--- src/inc/wdg_defs.svh ---
// How it works
// Guard counter advances on slow oscillator edges, not on the system clock.
// Expiry select picks overflow at 2^8,10,12,14,15,16,17,18 slow periods.
// Enable key 10101B stops the guard timer, 01010B runs it.
// Any other key value resets the device after a delay and sets its flag.
// Guard control loads 01010B key at power-on, so the timer runs.
// Guard key reset flag is set by hardware, cleared only by software.
// Counter overflow resets the device unless software clears it in time.
// Expiry in normal running gives a full reset and sets the expiry flag.
// Expiry in power-down sets both flags, resets only program counter and stack.
// Counter clears on key reset, clear instruction or halt.
// Upper five bits of the reset cause flags always read zero.
// Low supply longer than the filter time resets and sets the low-voltage flag.
// Undefined level select resets after 2~3 slow periods and sets its flag.
// Level select register loads 01100110B at power-on.
// Low-voltage reset is off while in sleep or idle.
// Power-on reset clears the program counter to zero.
// Power-on reset drives all port registers high, pins become inputs.
// Low-voltage reset flag is set by a qualified event, cleared by software.
// Level select key reset also restores the level select power-on value.
// After any clear the counter restarts from zero and counts if enabled.
`ifndef WDG_DEFS_SVH
`define WDG_DEFS_SVH

// ==================================================
// Register map
`define ADDR_W        4
`define OFF_GUARD     4'h0
`define OFF_LVSEL     4'h1
`define OFF_FLAGS     4'h2
`define OFF_STATUS    4'h3

// ==================================================
// Fields and power-on values
`define GUARD_POR     8'h53
`define LVSEL_POR     8'h66
`define KEY_MSB       7
`define KEY_LSB       3
`define SEL_MSB       2
`define KEY_ON        5'h0A
`define KEY_OFF       5'h15
`define FLG_GKEY      0
`define FLG_LVKEY     1
`define FLG_LOWV      2
`define FLG_W         3
`define ST_EXP        0
`define ST_PD         1
`define ST_CAUSE_LSB  2
`define ST_CAUSE_MSB  4

// ==================================================
// Level select codes
`define LV_1V7        8'h66
`define LV_1V9        8'h55
`define LV_2V55       8'h33
`define LV_3V15       8'h99
`define LV_3V8        8'hAA
`define LV_OFF        8'hF0

// ==================================================
// Counter overflow points, last count before expiry
`define CNT_W         18
`define LAST_S0       18'h000FF
`define LAST_S1       18'h003FF
`define LAST_S2       18'h00FFF
`define LAST_S3       18'h03FFF
`define LAST_S4       18'h07FFF
`define LAST_S5       18'h0FFFF
`define LAST_S6       18'h1FFFF
`define LAST_S7       18'h3FFFF

// ==================================================
// Timing
`define SLOW_OSC_HZ   32000
`define CLK_PERIOD_NS 4
`define LV_FILTER_NS  100000
`define LV_CNT_W      20
`define KEY_TICKS     2'h3
`define SYNC_W        2

`endif

--- src/inc/wdg_pkg.sv ---
// ==================================================
// Shared types
package wdg_pkg;

   typedef logic [7:0] wdg_byte_t;

   // Last reset cause, Gray steps along the usual order
   typedef enum logic [2:0] {
      CAUSE_NONE   = 3'h0,
      CAUSE_EXPIRY = 3'h1,
      CAUSE_GKEY   = 3'h3,
      CAUSE_LVKEY  = 3'h2,
      CAUSE_LOWV   = 3'h6
   } wdg_cause_t;

endpackage : wdg_pkg

--- src/logic/wdg_top.sv ---
`timescale 1ns/1ps
`include "wdg_defs.svh"

// ==================================================
// Guard timer with reset cause flags and low-voltage reset logic
module wdg_top #(
   parameter int LV_FILTER_CYC =
      (`LV_FILTER_NS + `CLK_PERIOD_NS - 1) / `CLK_PERIOD_NS
) (
   // Clock, reset, freeze
   input  logic                      clk,
   input  logic                      sys_rst,
   input  logic                      clk_en,
   // Register port
   input  logic [`ADDR_W-1:0]        reg_addr,
   input  wdg_pkg::wdg_byte_t        reg_wdata,
   input  logic                      reg_wr,
   input  logic                      reg_rd,
   output wdg_pkg::wdg_byte_t        rd_data_r,
   // Core events
   input  logic                      clear_guard_instruction,
   input  logic                      halt_exec,
   input  logic                      pd_mode,
   // Pins from other domains
   input  logic                      slow_internal_osc,
   input  logic                      lowvolt_det,
   // Reset and status outputs
   output logic                      dev_rst_r,
   output logic                      pcsp_rst_r,
   output logic                      pc_clear_r,
   output logic                      port_high_r,
   output logic                      expiry_flag_r,
   output logic                      powerdown_flag_r
);

   // ==================================================
   // Declarations
   wdg_pkg::wdg_byte_t     guard_control_r;
   wdg_pkg::wdg_byte_t     lowvolt_level_register_r;
   logic [`FLG_W-1:0]      reset_cause_flags_r;
   logic [`FLG_W-1:0]      flags_nxt;
   logic [`CNT_W-1:0]      cnt_r;
   logic [`LV_CNT_W-1:0]   lv_cnt_r;
   wdg_pkg::wdg_cause_t    cause_r;
   wdg_pkg::wdg_byte_t     rd_nxt;
   logic [`SYNC_W-1:0]     pins_raw;
   logic [`SYNC_W-1:0]     pins_s;
   logic                   osc_q_r;
   logic                   tick;
   logic [4:0]             guard_enable_key;
   logic [2:0]             expiry_select;
   logic                   guard_on;
   logic                   exp_ev;
   logic                   gkey_fire;
   logic                   lvkey_fire;
   logic                   gkey_ev;
   logic                   lvkey_ev;
   logic                   lv_armed;
   logic                   lv_low_s;
   logic                   lv_ev;
   logic                   full_ev;
   logic                   part_ev;
   logic                   wr_guard;
   logic                   wr_lvsel;
   logic                   wr_flags;

   // ==================================================
   // Decoding helpers
   // Enable key is legal only in its two codes
   function automatic logic key_ok(input logic [4:0] k);
      return (k == `KEY_ON) || (k == `KEY_OFF);
   endfunction : key_ok

   // Level select is legal only in its six codes
   function automatic logic lv_ok(input wdg_pkg::wdg_byte_t v);
      logic ok;
      ok = 1'h0;
      unique case (v)
         `LV_1V7, `LV_1V9, `LV_2V55, `LV_3V15, `LV_3V8, `LV_OFF: ok = 1'h1;
         default: ok = 1'h0;
      endcase
      return ok;
   endfunction : lv_ok

   // Last count before expiry for each select code
   function automatic logic [`CNT_W-1:0] last_count(input logic [2:0] sel);
      logic [`CNT_W-1:0] m;
      m = `LAST_S0;
      unique case (sel)
         3'h0: m = `LAST_S0;
         3'h1: m = `LAST_S1;
         3'h2: m = `LAST_S2;
         3'h3: m = `LAST_S3;
         3'h4: m = `LAST_S4;
         3'h5: m = `LAST_S5;
         3'h6: m = `LAST_S6;
         3'h7: m = `LAST_S7;
      endcase
      return m;
   endfunction : last_count

   // ==================================================
   // Pin synchronisers
   assign pins_raw = {lowvolt_det, slow_internal_osc};

   // Both asynchronous pins take the same three-stage path
   genvar gi;
   generate
      for (gi = 0; gi < `SYNC_W; gi++) begin : g_sync
         wdg_sync3 u_sync (
            .clk     (clk),
            .sys_rst (sys_rst),
            .clk_en  (clk_en),
            .pin     (pins_raw[gi]),
            .level_r (pins_s[gi])
         );
      end
   endgenerate

   assign lv_low_s = pins_s[1];

   // Slow clock edge, seen as a rising edge of the clean level
   always_ff @(posedge clk) begin
      if (sys_rst) begin
         osc_q_r <= 1'h0;
      end else if (clk_en) begin
         osc_q_r <= pins_s[0];
      end
   end

   assign tick = clk_en & pins_s[0] & ~osc_q_r;

   // ==================================================
   // Event decode
   assign guard_enable_key = guard_control_r[`KEY_MSB:`KEY_LSB];
   assign expiry_select    = guard_control_r[`SEL_MSB:0];
   assign guard_on         = (guard_enable_key == `KEY_ON);

   // Expiry on the slow edge that would pass the selected point
   assign exp_ev = tick & guard_on & (cnt_r == last_count(expiry_select));

   assign gkey_ev  = clk_en & gkey_fire;
   assign lvkey_ev = clk_en & lvkey_fire;

   // Low-voltage watch is off when disabled or in power-down
   assign lv_armed = lv_ok(lowvolt_level_register_r) & ~pd_mode
                   & (lowvolt_level_register_r != `LV_OFF);
   assign lv_ev = clk_en & lv_armed & lv_low_s
                & (lv_cnt_r == `LV_CNT_W'(LV_FILTER_CYC));

   // Any full cause wins over a power-down expiry
   assign full_ev = gkey_ev | lvkey_ev | lv_ev | (exp_ev & ~pd_mode);
   assign part_ev = exp_ev & pd_mode & ~full_ev;

   assign wr_guard = reg_wr & (reg_addr == `OFF_GUARD);
   assign wr_lvsel = reg_wr & (reg_addr == `OFF_LVSEL);
   assign wr_flags = reg_wr & (reg_addr == `OFF_FLAGS);

   // ==================================================
   // Key fault delays
   wdg_slow_delay u_gkey_dly (
      .clk     (clk),
      .sys_rst (sys_rst),
      .clk_en  (clk_en),
      .arm     (~key_ok(guard_enable_key)),
      .tick    (tick),
      .fire_r  (gkey_fire)
   );

   wdg_slow_delay u_lvkey_dly (
      .clk     (clk),
      .sys_rst (sys_rst),
      .clk_en  (clk_en),
      .arm     (~lv_ok(lowvolt_level_register_r)),
      .tick    (tick),
      .fire_r  (lvkey_fire)
   );

   // ==================================================
   // Guard control register
   // A full reset returns the key to running, even over a same-cycle write
   always_ff @(posedge clk) begin
      if (sys_rst) begin
         guard_control_r <= `GUARD_POR;
      end else if (clk_en) begin
         if (full_ev) begin
            guard_control_r <= `GUARD_POR;
         end else if (wr_guard) begin
            guard_control_r <= reg_wdata;
         end
      end
   end

   // ==================================================
   // Level select register
   // Only the level key fault restores it; a low-voltage reset keeps it
   always_ff @(posedge clk) begin
      if (sys_rst) begin
         lowvolt_level_register_r <= `LVSEL_POR;
      end else if (clk_en) begin
         if (lvkey_ev) begin
            lowvolt_level_register_r <= `LVSEL_POR;
         end else if (wr_lvsel) begin
            lowvolt_level_register_r <= reg_wdata;
         end
      end
   end

   // ==================================================
   // Guard counter
   // Clears restart from zero; a stopped timer holds its count
   always_ff @(posedge clk) begin
      if (sys_rst) begin
         cnt_r <= '0;
      end else if (clk_en) begin
         if (clear_guard_instruction | halt_exec | full_ev | exp_ev) begin
            cnt_r <= '0;
         end else if (tick & guard_on) begin
            cnt_r <= cnt_r + `CNT_W'(1);
         end
      end
   end

   // ==================================================
   // Low-voltage filter
   // Counts system clocks of continuous low supply, so short dips vanish
   always_ff @(posedge clk) begin
      if (sys_rst) begin
         lv_cnt_r <= '0;
      end else if (clk_en) begin
         if (!(lv_armed & lv_low_s) | lv_ev) begin
            lv_cnt_r <= '0;
         end else begin
            lv_cnt_r <= lv_cnt_r + `LV_CNT_W'(1);
         end
      end
   end

   // ==================================================
   // Reset cause flags
   // Software writes zero to clear; a hardware set in the same cycle wins
   always_comb begin
      flags_nxt = reset_cause_flags_r;
      if (wr_flags) begin
         flags_nxt = flags_nxt & reg_wdata[`FLG_W-1:0];
      end
      if (gkey_ev) begin
         flags_nxt[`FLG_GKEY] = 1'h1;
      end
      if (lvkey_ev) begin
         flags_nxt[`FLG_LVKEY] = 1'h1;
      end
      if (lv_ev) begin
         flags_nxt[`FLG_LOWV] = 1'h1;
      end
   end

   always_ff @(posedge clk) begin
      if (sys_rst) begin
         reset_cause_flags_r <= '0;
      end else if (clk_en) begin
         reset_cause_flags_r <= flags_nxt;
      end
   end

   // ==================================================
   // Expiry and power-down status
   // Clear instruction drops both, halt marks power-down, expiry sets last
   always_ff @(posedge clk) begin
      if (sys_rst) begin
         expiry_flag_r    <= 1'h0;
         powerdown_flag_r <= 1'h0;
      end else if (clk_en) begin
         if (clear_guard_instruction) begin
            expiry_flag_r    <= 1'h0;
            powerdown_flag_r <= 1'h0;
         end
         if (halt_exec) begin
            expiry_flag_r    <= 1'h0;
            powerdown_flag_r <= 1'h1;
         end
         if (exp_ev) begin
            expiry_flag_r <= 1'h1;
            if (pd_mode) begin
               powerdown_flag_r <= 1'h1;
            end
         end
      end
   end

   // ==================================================
   // Last cause, a read-only aid for software after a restart
   always_ff @(posedge clk) begin
      if (sys_rst) begin
         cause_r <= wdg_pkg::CAUSE_NONE;
      end else if (clk_en) begin
         if (gkey_ev) begin
            cause_r <= wdg_pkg::CAUSE_GKEY;
         end else if (lvkey_ev) begin
            cause_r <= wdg_pkg::CAUSE_LVKEY;
         end else if (lv_ev) begin
            cause_r <= wdg_pkg::CAUSE_LOWV;
         end else if (exp_ev) begin
            cause_r <= wdg_pkg::CAUSE_EXPIRY;
         end
      end
   end

   // ==================================================
   // Reset outputs
   // Power-on holds program counter clear and ports high until release
   always_ff @(posedge clk) begin
      if (sys_rst) begin
         dev_rst_r   <= 1'h0;
         pcsp_rst_r  <= 1'h0;
         pc_clear_r  <= 1'h1;
         port_high_r <= 1'h1;
      end else if (clk_en) begin
         dev_rst_r   <= full_ev;
         pcsp_rst_r  <= part_ev;
         pc_clear_r  <= full_ev | part_ev;
         port_high_r <= full_ev;
      end
   end

   // ==================================================
   // Register read
   always_comb begin
      rd_nxt = '0;
      unique case (reg_addr)
         `OFF_GUARD:  rd_nxt = guard_control_r;
         `OFF_LVSEL:  rd_nxt = lowvolt_level_register_r;
         `OFF_FLAGS:  rd_nxt[`FLG_W-1:0] = reset_cause_flags_r;
         `OFF_STATUS: begin
            rd_nxt[`ST_EXP] = expiry_flag_r;
            rd_nxt[`ST_PD]  = powerdown_flag_r;
            rd_nxt[`ST_CAUSE_MSB:`ST_CAUSE_LSB] = cause_r;
         end
         default:     rd_nxt = '0;
      endcase
   end

   // Data stand for one cycle after the strobe, zero otherwise
   always_ff @(posedge clk) begin
      if (sys_rst) begin
         rd_data_r <= '0;
      end else if (clk_en) begin
         rd_data_r <= reg_rd ? rd_nxt : '0;
      end
   end
endmodule : wdg_top

--- src/logic/wdg_sync3.sv ---
`timescale 1ns/1ps
`include "wdg_defs.svh"

// ==================================================
// Three-stage pin synchroniser, level moves once stages two and three agree
module wdg_sync3 (
   // Clock and control
   input  logic clk,
   input  logic sys_rst,
   input  logic clk_en,
   // Pin and clean level
   input  logic pin,
   output logic level_r
);

   logic s1_r;
   logic s2_r;
   logic s3_r;

   // Stage one feeds only stage two, to keep metastability contained
   always_ff @(posedge clk) begin
      if (sys_rst) begin
         s1_r    <= 1'h0;
         s2_r    <= 1'h0;
         s3_r    <= 1'h0;
         level_r <= 1'h0;
      end else if (clk_en) begin
         s1_r <= pin;
         s2_r <= s1_r;
         s3_r <= s2_r;
         if (s2_r == s3_r) begin
            level_r <= s3_r;
         end
      end
   end

endmodule : wdg_sync3

--- src/logic/wdg_slow_delay.sv ---
`timescale 1ns/1ps
`include "wdg_defs.svh"

// ==================================================
// Key fault delay in slow periods, fires on the third slow edge while armed
module wdg_slow_delay (
   // Clock and control
   input  logic clk,
   input  logic sys_rst,
   input  logic clk_en,
   // Arm level and slow edge
   input  logic arm,
   input  logic tick,
   output logic fire_r
);

   logic [1:0] cnt_r;

   // Third edge after arming lands 2 to 3 slow periods later, phase unknown
   always_ff @(posedge clk) begin
      if (sys_rst) begin
         cnt_r  <= 2'h0;
         fire_r <= 1'h0;
      end else if (clk_en) begin
         fire_r <= 1'h0;
         if (!arm) begin
            cnt_r <= 2'h0;
         end else if (tick) begin
            if (cnt_r == `KEY_TICKS - 2'h1) begin
               fire_r <= 1'h1;
               cnt_r  <= 2'h0;
            end else begin
               cnt_r <= cnt_r + 2'h1;
            end
         end
      end
   end

endmodule : wdg_slow_delay

--- config.mk ---
export PLATFORM = sky130hd
export DESIGN_NAME = wdg_top
export DESIGN_NICKNAME = d
export VERILOG_FILES = /design/src/inc/wdg_pkg.sv /design/src/logic/wdg_top.sv /design/src/logic/wdg_sync3.sv /design/src/logic/wdg_slow_delay.sv
export VERILOG_INCLUDE_DIRS = /design/src /design/src/inc
export SDC_FILE = /design/constraint.sdc
export NUM_CORES = 1
export LEC_CHECK = 0
export BUFFER_PORTS_ARGS = -buffer_cell sky130_fd_sc_hd__buf_2
export CAP_MARGIN = 20
export CORE_MARGIN = 2
export CORE_UTILIZATION = 53
export DETAILED_ROUTE_END_ITERATION = 10
export PLACE_DENSITY = 0.72
export SYNTH_ARGS = -nofsm -noshare
export SYNTH_HDL_FRONTEND = slang
export SYNTH_HIERARCHICAL = 1
export SYNTH_SLANG_ARGS = --single-unit
--- constraint.sdc ---
create_clock -name clk -period 3 [get_ports clk]
set_clock_uncertainty 0.1 [all_clocks]
set_input_delay 0.6 -clock clk [delete_from_list [all_inputs] [get_ports clk]]
set_output_delay 0.6 -clock clk [all_outputs]
set_load 0.02 [all_outputs]
# After elaboration in Yosys (flattened, before gate mapping)
# Memory sizes are Yosys's and may differ from the RTL's. A register that Yosys moved wholly into a read port is not among the register bits.
# Index checks and enable logic that the tools add are counted.
# word_totals
register_bits,89
romBits,80
input_bits,22
out_inout_bits,14
n_memories,1
# memory_table
name,words,word_bits,rd,rd_ports_with_merged_regs,write_ports,line_no,rtl
(no name shown),8,10,1,1,0,wdg_top.sv:89,unique case (sel)
# op_classes
add_sub_neg,4
eq_ne,18
muxes,41
bitwise_logic,30
n_reduce_logical,26
# ops
cell,n
8-bit 2-to-1 mux,5
18-bit 2-to-1 mux,2
"8-bit == test, second input constant",3
2-bit AND reduction,12
3-bit 2-to-1 mux,7
"20-bit by 1-bit adder with 20-bit output, second input constant",1
"20-bit by 15-bit == test with 1-bit output, second input constant",1
20-bit 2-to-1 mux,1
"18-bit by 1-bit adder with 18-bit output, second input constant",1
1-bit AND,18
18-bit == test,1
1-bit 2-to-1 mux,17
"8-bit by 7-bit == test with 1-bit output, second input constant",2
2-bit nonzero test,8
2-bit 2-to-1 mux,6
3-bit one-hot mux with 4 select lines,1
"4-bit by 2-bit == test with 1-bit output, second input constant",2
"8-bit by 6-bit == test with 1-bit output, second input constant",1
"8-bit != test, second input constant",1
1-bit OR,8
2-bit one-hot mux with 3 select lines,1
3-bit one-hot mux with 2 select lines,1
6-bit OR reduction,1
"5-bit by 4-bit == test with 1-bit output, second input constant",1
12 further kinds,17

# Logic depth before layout (Yosys ltp)
# depth
word_depth,14
depth_mapped,10
ltp_nobuf,8

# Cells and area by module
# The synthesis kept the hierarchy.
# modules_own_cells
mod,n_inst,cells_per_inst,area_each_um2,seq_area_each_um2
wdg_top,1,445,3928.8,1641.6
wdg_sync3,2,16,171.4,80.1
wdg_slow_delay,2,15,136.4,60.1

# Least setup slack after synthesis
# Ideal clock, no wire load.
# synth_timing
path_type,input-to-reg
start,input clk_en
end,"register, netlist name cnt_r[4]"
setup_time_ps,122
arrival_ps,2195
required_ps,2778
setup_slack_ps,584
stages,8
path_buffers,2
cell_sequence,buf_2 > nor4b_1 > nand3_1 > a2111oi_4 > buf_4 > nor4b_4 > and3_4 > a221o_1
# synth_lines
item,line_no,rtl
"start, declared",wdg_top.sv:13,"input logic clk_en,"

==> results.py <==
metrics = {
    "status": {
        "outcome": "complete, no violations",
    },
    "finish": {
        "layout-drive-gt1-share_pct": 16.06,
        "nNetsFinal": 574,
        "n_antenna_cell": 0,
        "fin_area_um2": 5065,
        "fillCellCount": 739,
        "syn2layout_area_growth_pct": 11.45,
    },
    "synthesis": {
        "ys_ff_latch": 96,
        "synth_top_area_share_pct": 42.29,
        "synth.most_common_cell": "dfxtp_1",
        "yosysSeqAreaShare_pct": 42.29,
        "ys.flop_type": "dfxtp_1",
        "synth_nets": 532,
        "netlist_top_cells_area": "dfxtp_1, nor2_1, mux2i_1",
        "yosysWarnings": 6,
        "synth_top_cell_by_area": "dfxtp_1",
        "synth_cell_types": 63,
        "syn-cell-area_um2": 4544,
        "syn_avg_cell_area_um2": 8.963,
        "synthTopCellsByCount": "dfxtp_1, nor2_1, nand2_1",
        "synth_enable_flop_cells": 0,
        "netlist_instances": 507,
        "async_reset_ff_share_pct": 0,
    },
    "floorplan": {
        "die_y_um": 96.60,
        "core_um2": 8258,
        "io_pins": 36,
        "dieArea_um2": 9331,
        "row_count": 33,
        "die_w_um": 96.60,
        "start_util_pct": 55.03,
    },
    "timing": {
        "max_freq_ghz": 0.3871,
        "fin_crit_sh_pct": 86.11,
        "fin_crit_ns": 2.583,
        "hold_violations": 0,
        "setup_tns_ns": 0,
        "worst_pin_slew_ns": 0.5885,
        "relSlewSlack_pct": 60.68,
        "grt_setup_unrepaired": "false",
        "setup_viol": 0,
        "drv_slew": 0,
    },
    "detailed_routing": {
        "dr_total_vias": 3810,
        "avgViaCountPerCell": 5.781,
        "antenna_left": 0,
        "drc": 0,
        "first_pass_iters": 4,
        "wl_per_cell_um": 15.69,
        "drt_wl_total_mm": 10.34,
        "drt_iter0_drc": 184,
    },
    "clock_tree": {
        "cts.sinks": 96,
        "cts_made_buffers": 9,
        "ctsResizeCount": 0,
        "ctsHoldBuffers": 0,
        "cts_setup_buffers": 0,
        "cts.clk_slew.worst_paths_ns": 0.09,
        "cts.path.max_buffers": 2,
        "clk_latency_ns": 0.37,
        "cts_tree": "built",
        "clock-root-buffer": "clkbuf_8",
        "htreeDepth": 3,
    },
    "hold_path": {
        "min_from": "reg_wdata[6]",
        "hold_class": "in -> reg",
        "whs_endpoint": "lowvolt_level_register_r[6]",
        "hold_depth": 3,
    },
    "global_routing": {
        "grt.total_usage_pct": 23.58,
        "antenna_found_initial": 0,
        "grt_pass1_wl_mm": 17.10,
        "grt_pass1_vias": 3654,
        "grt_max_degree": 38,
        "grt_overflow": 0,
    },
    "run": {
        "maxCapViolCount": 0,
    },
    "worst_setup_path": {
        "slowest_stage": "a2111oi_4",
        "path_cells": "inv_1 -> ha_1 -> nor4bb_1 -> nand3_1 -> a2111oi_4 -> buf_4 -> nor3b_2 -> nand2b_1 -> nor2_1",
        "reg2reg_slack_ns": 0.42,
        "path_max_fanout": 14,
        "cp.required_ns": 3.14,
        "arrival_ns": 2.72,
        "reg2reg_depth": 9,
        "endpoint_kind": "flop",
        "reg2reg_to": "cnt_r[5]",
        "worst_path_largest_cell_delay_ns": 0.44,
        "crit_type": "reg -> reg",
        "reg2reg_from": "lv_cnt_r[0]",
        "cp-start-kind": "flop",
    },
    "place": {
        "dp_hpwl_mm": 7.629,
        "portBuffers": 35,
        "place_congestion": 0.8276,
        "dpl-instance-area_um2": 4882,
    },
    "pwr": {
        "vdd_drop_max_mv": 0.2630,
        "p_per_area_nw_per_um2": 436.9,
        "p_leak_nw": 1.930,
    },
}
[worst max path at each step]
stage	startpoint	slack (ns)	endpoint	cells past startpoint
2_1_floorplan	clk_en	0.58	cnt_r[4]	8
3_3_place_gp	clk_en	0.41	cnt_r[7]	8
3_5_place_dp	clk_en	0.31	cnt_r[5]	8
4_1_cts	lv_cnt_r[0]	0.40	cnt_r[5]	9
5_1_grt	lv_cnt_r[0]	0.13	cnt_r[14]	9
6_report	lv_cnt_r[0]	0.42	cnt_r[5]	9
[power breakdown]
part	switching, mW	internal, mW
clock network	0.451	0.325
logic	0.0898	0.0547
registers	0.00911	1.28
total	0.550	1.66
[registers in the layout (all words and copies together), names as in the netlist, 2 cells and up, named ones only]
register	count
cause_r	3
cnt_r	18
g_sync.u_sync/level_r	2
g_sync.u_sync/s1_r	2
g_sync.u_sync/s2_r	2
g_sync.u_sync/s3_r	2
guard_control_r	8
lowvolt_level_register_r	8
lv_cnt_r	20
rd_data_r	8
reset_cause_flags_r	3
u_gkey_dly/cnt_r	2
u_lvkey_dly/cnt_r	2
[logic make-up after synthesis]
logic type               after synthesis  share of synthesized area (%)
AND/OR/NAND/NOR                      236                          28.72
flip-flops                            96                          42.29
AO/OA/AOI/OAI                         72                          10.68
buffers and inverters                 35                          3.221
XOR/XNOR                              33                          6.360
multiplexers                          32                          7.902
adder cells (fa/ha/maj)                3                         0.8261
[per-layer routing]
metal / share of wire [%] / track usage [%] / vias up
met5: 0 / 0 / -
met4: 1.5 / 8.920 / 0
met3: 5.0 / 4.965 / 17
met2: 46 / 37.50 / 77
met1: 47 / 31.52 / 1831
li1: - / - / 1885
[area by class of cell]
type	count	area (um2)	area share, %
Clock buffer	10	137.6	2.717
Inverter	16	60.06	1.186
Tap cell	105	131.4	2.594
Timing Repair Buffer	50	287.8	5.682
Clock inverter	6	45.04	0.8893
Sequential cell	96	1922	37.94
Multi-Input combinational cell	376	2481	48.99
[per-stage QoR]
step	power [mW]	cells	hold WS [ns]	worst slack, ns	utilization (%)
after floorplan	1.411	507	0.3299	0.5836	-
after global placement	1.462	643	0.3419	0.4089	59.12
after detailed placement	1.467	643	0.3580	0.3124	59.12
after CTS	2.232	659	0.3523	0.3971	61.33
after global routing	2.303	659	0.3686	0.1283	61.33
final	2.213	659	0.3645	0.4168	61.33
[layout by cell type (no fill, tap or decap), drive strengths merged, types with 4 or more instances in the layout]
cell     n
or3      4
nand2b   6
xnor2    8
nor4     4
inv     16
nor3b    4
or2      5
nor2    80
mux2i   28
nor4bb   6
buf     50
and4     5
nand2   35
xor2    25
nand4   14
dfxtp   96
a21oi   23
o21ai   18
nor3     5
o211ai   5
clkbuf  10
nand3   29
a22oi    6
or4      4
nor2b   11
nand4b   4
[critical path: cells and delay by family (launching register included)]
| kind | cells | cell delay (ns) |
|---|---|---|
| flip-flops | 1 | 0.35 |
| AND/OR/NAND/NOR | 5 | 1.10 |
| adder cells (fa/ha/maj) | 1 | 0.14 |
| buffers and inverters | 2 | 0.34 |
| AO/OA/AOI/OAI | 1 | 0.44 |
No activity file was read; power rests on OpenSTA's default activity.
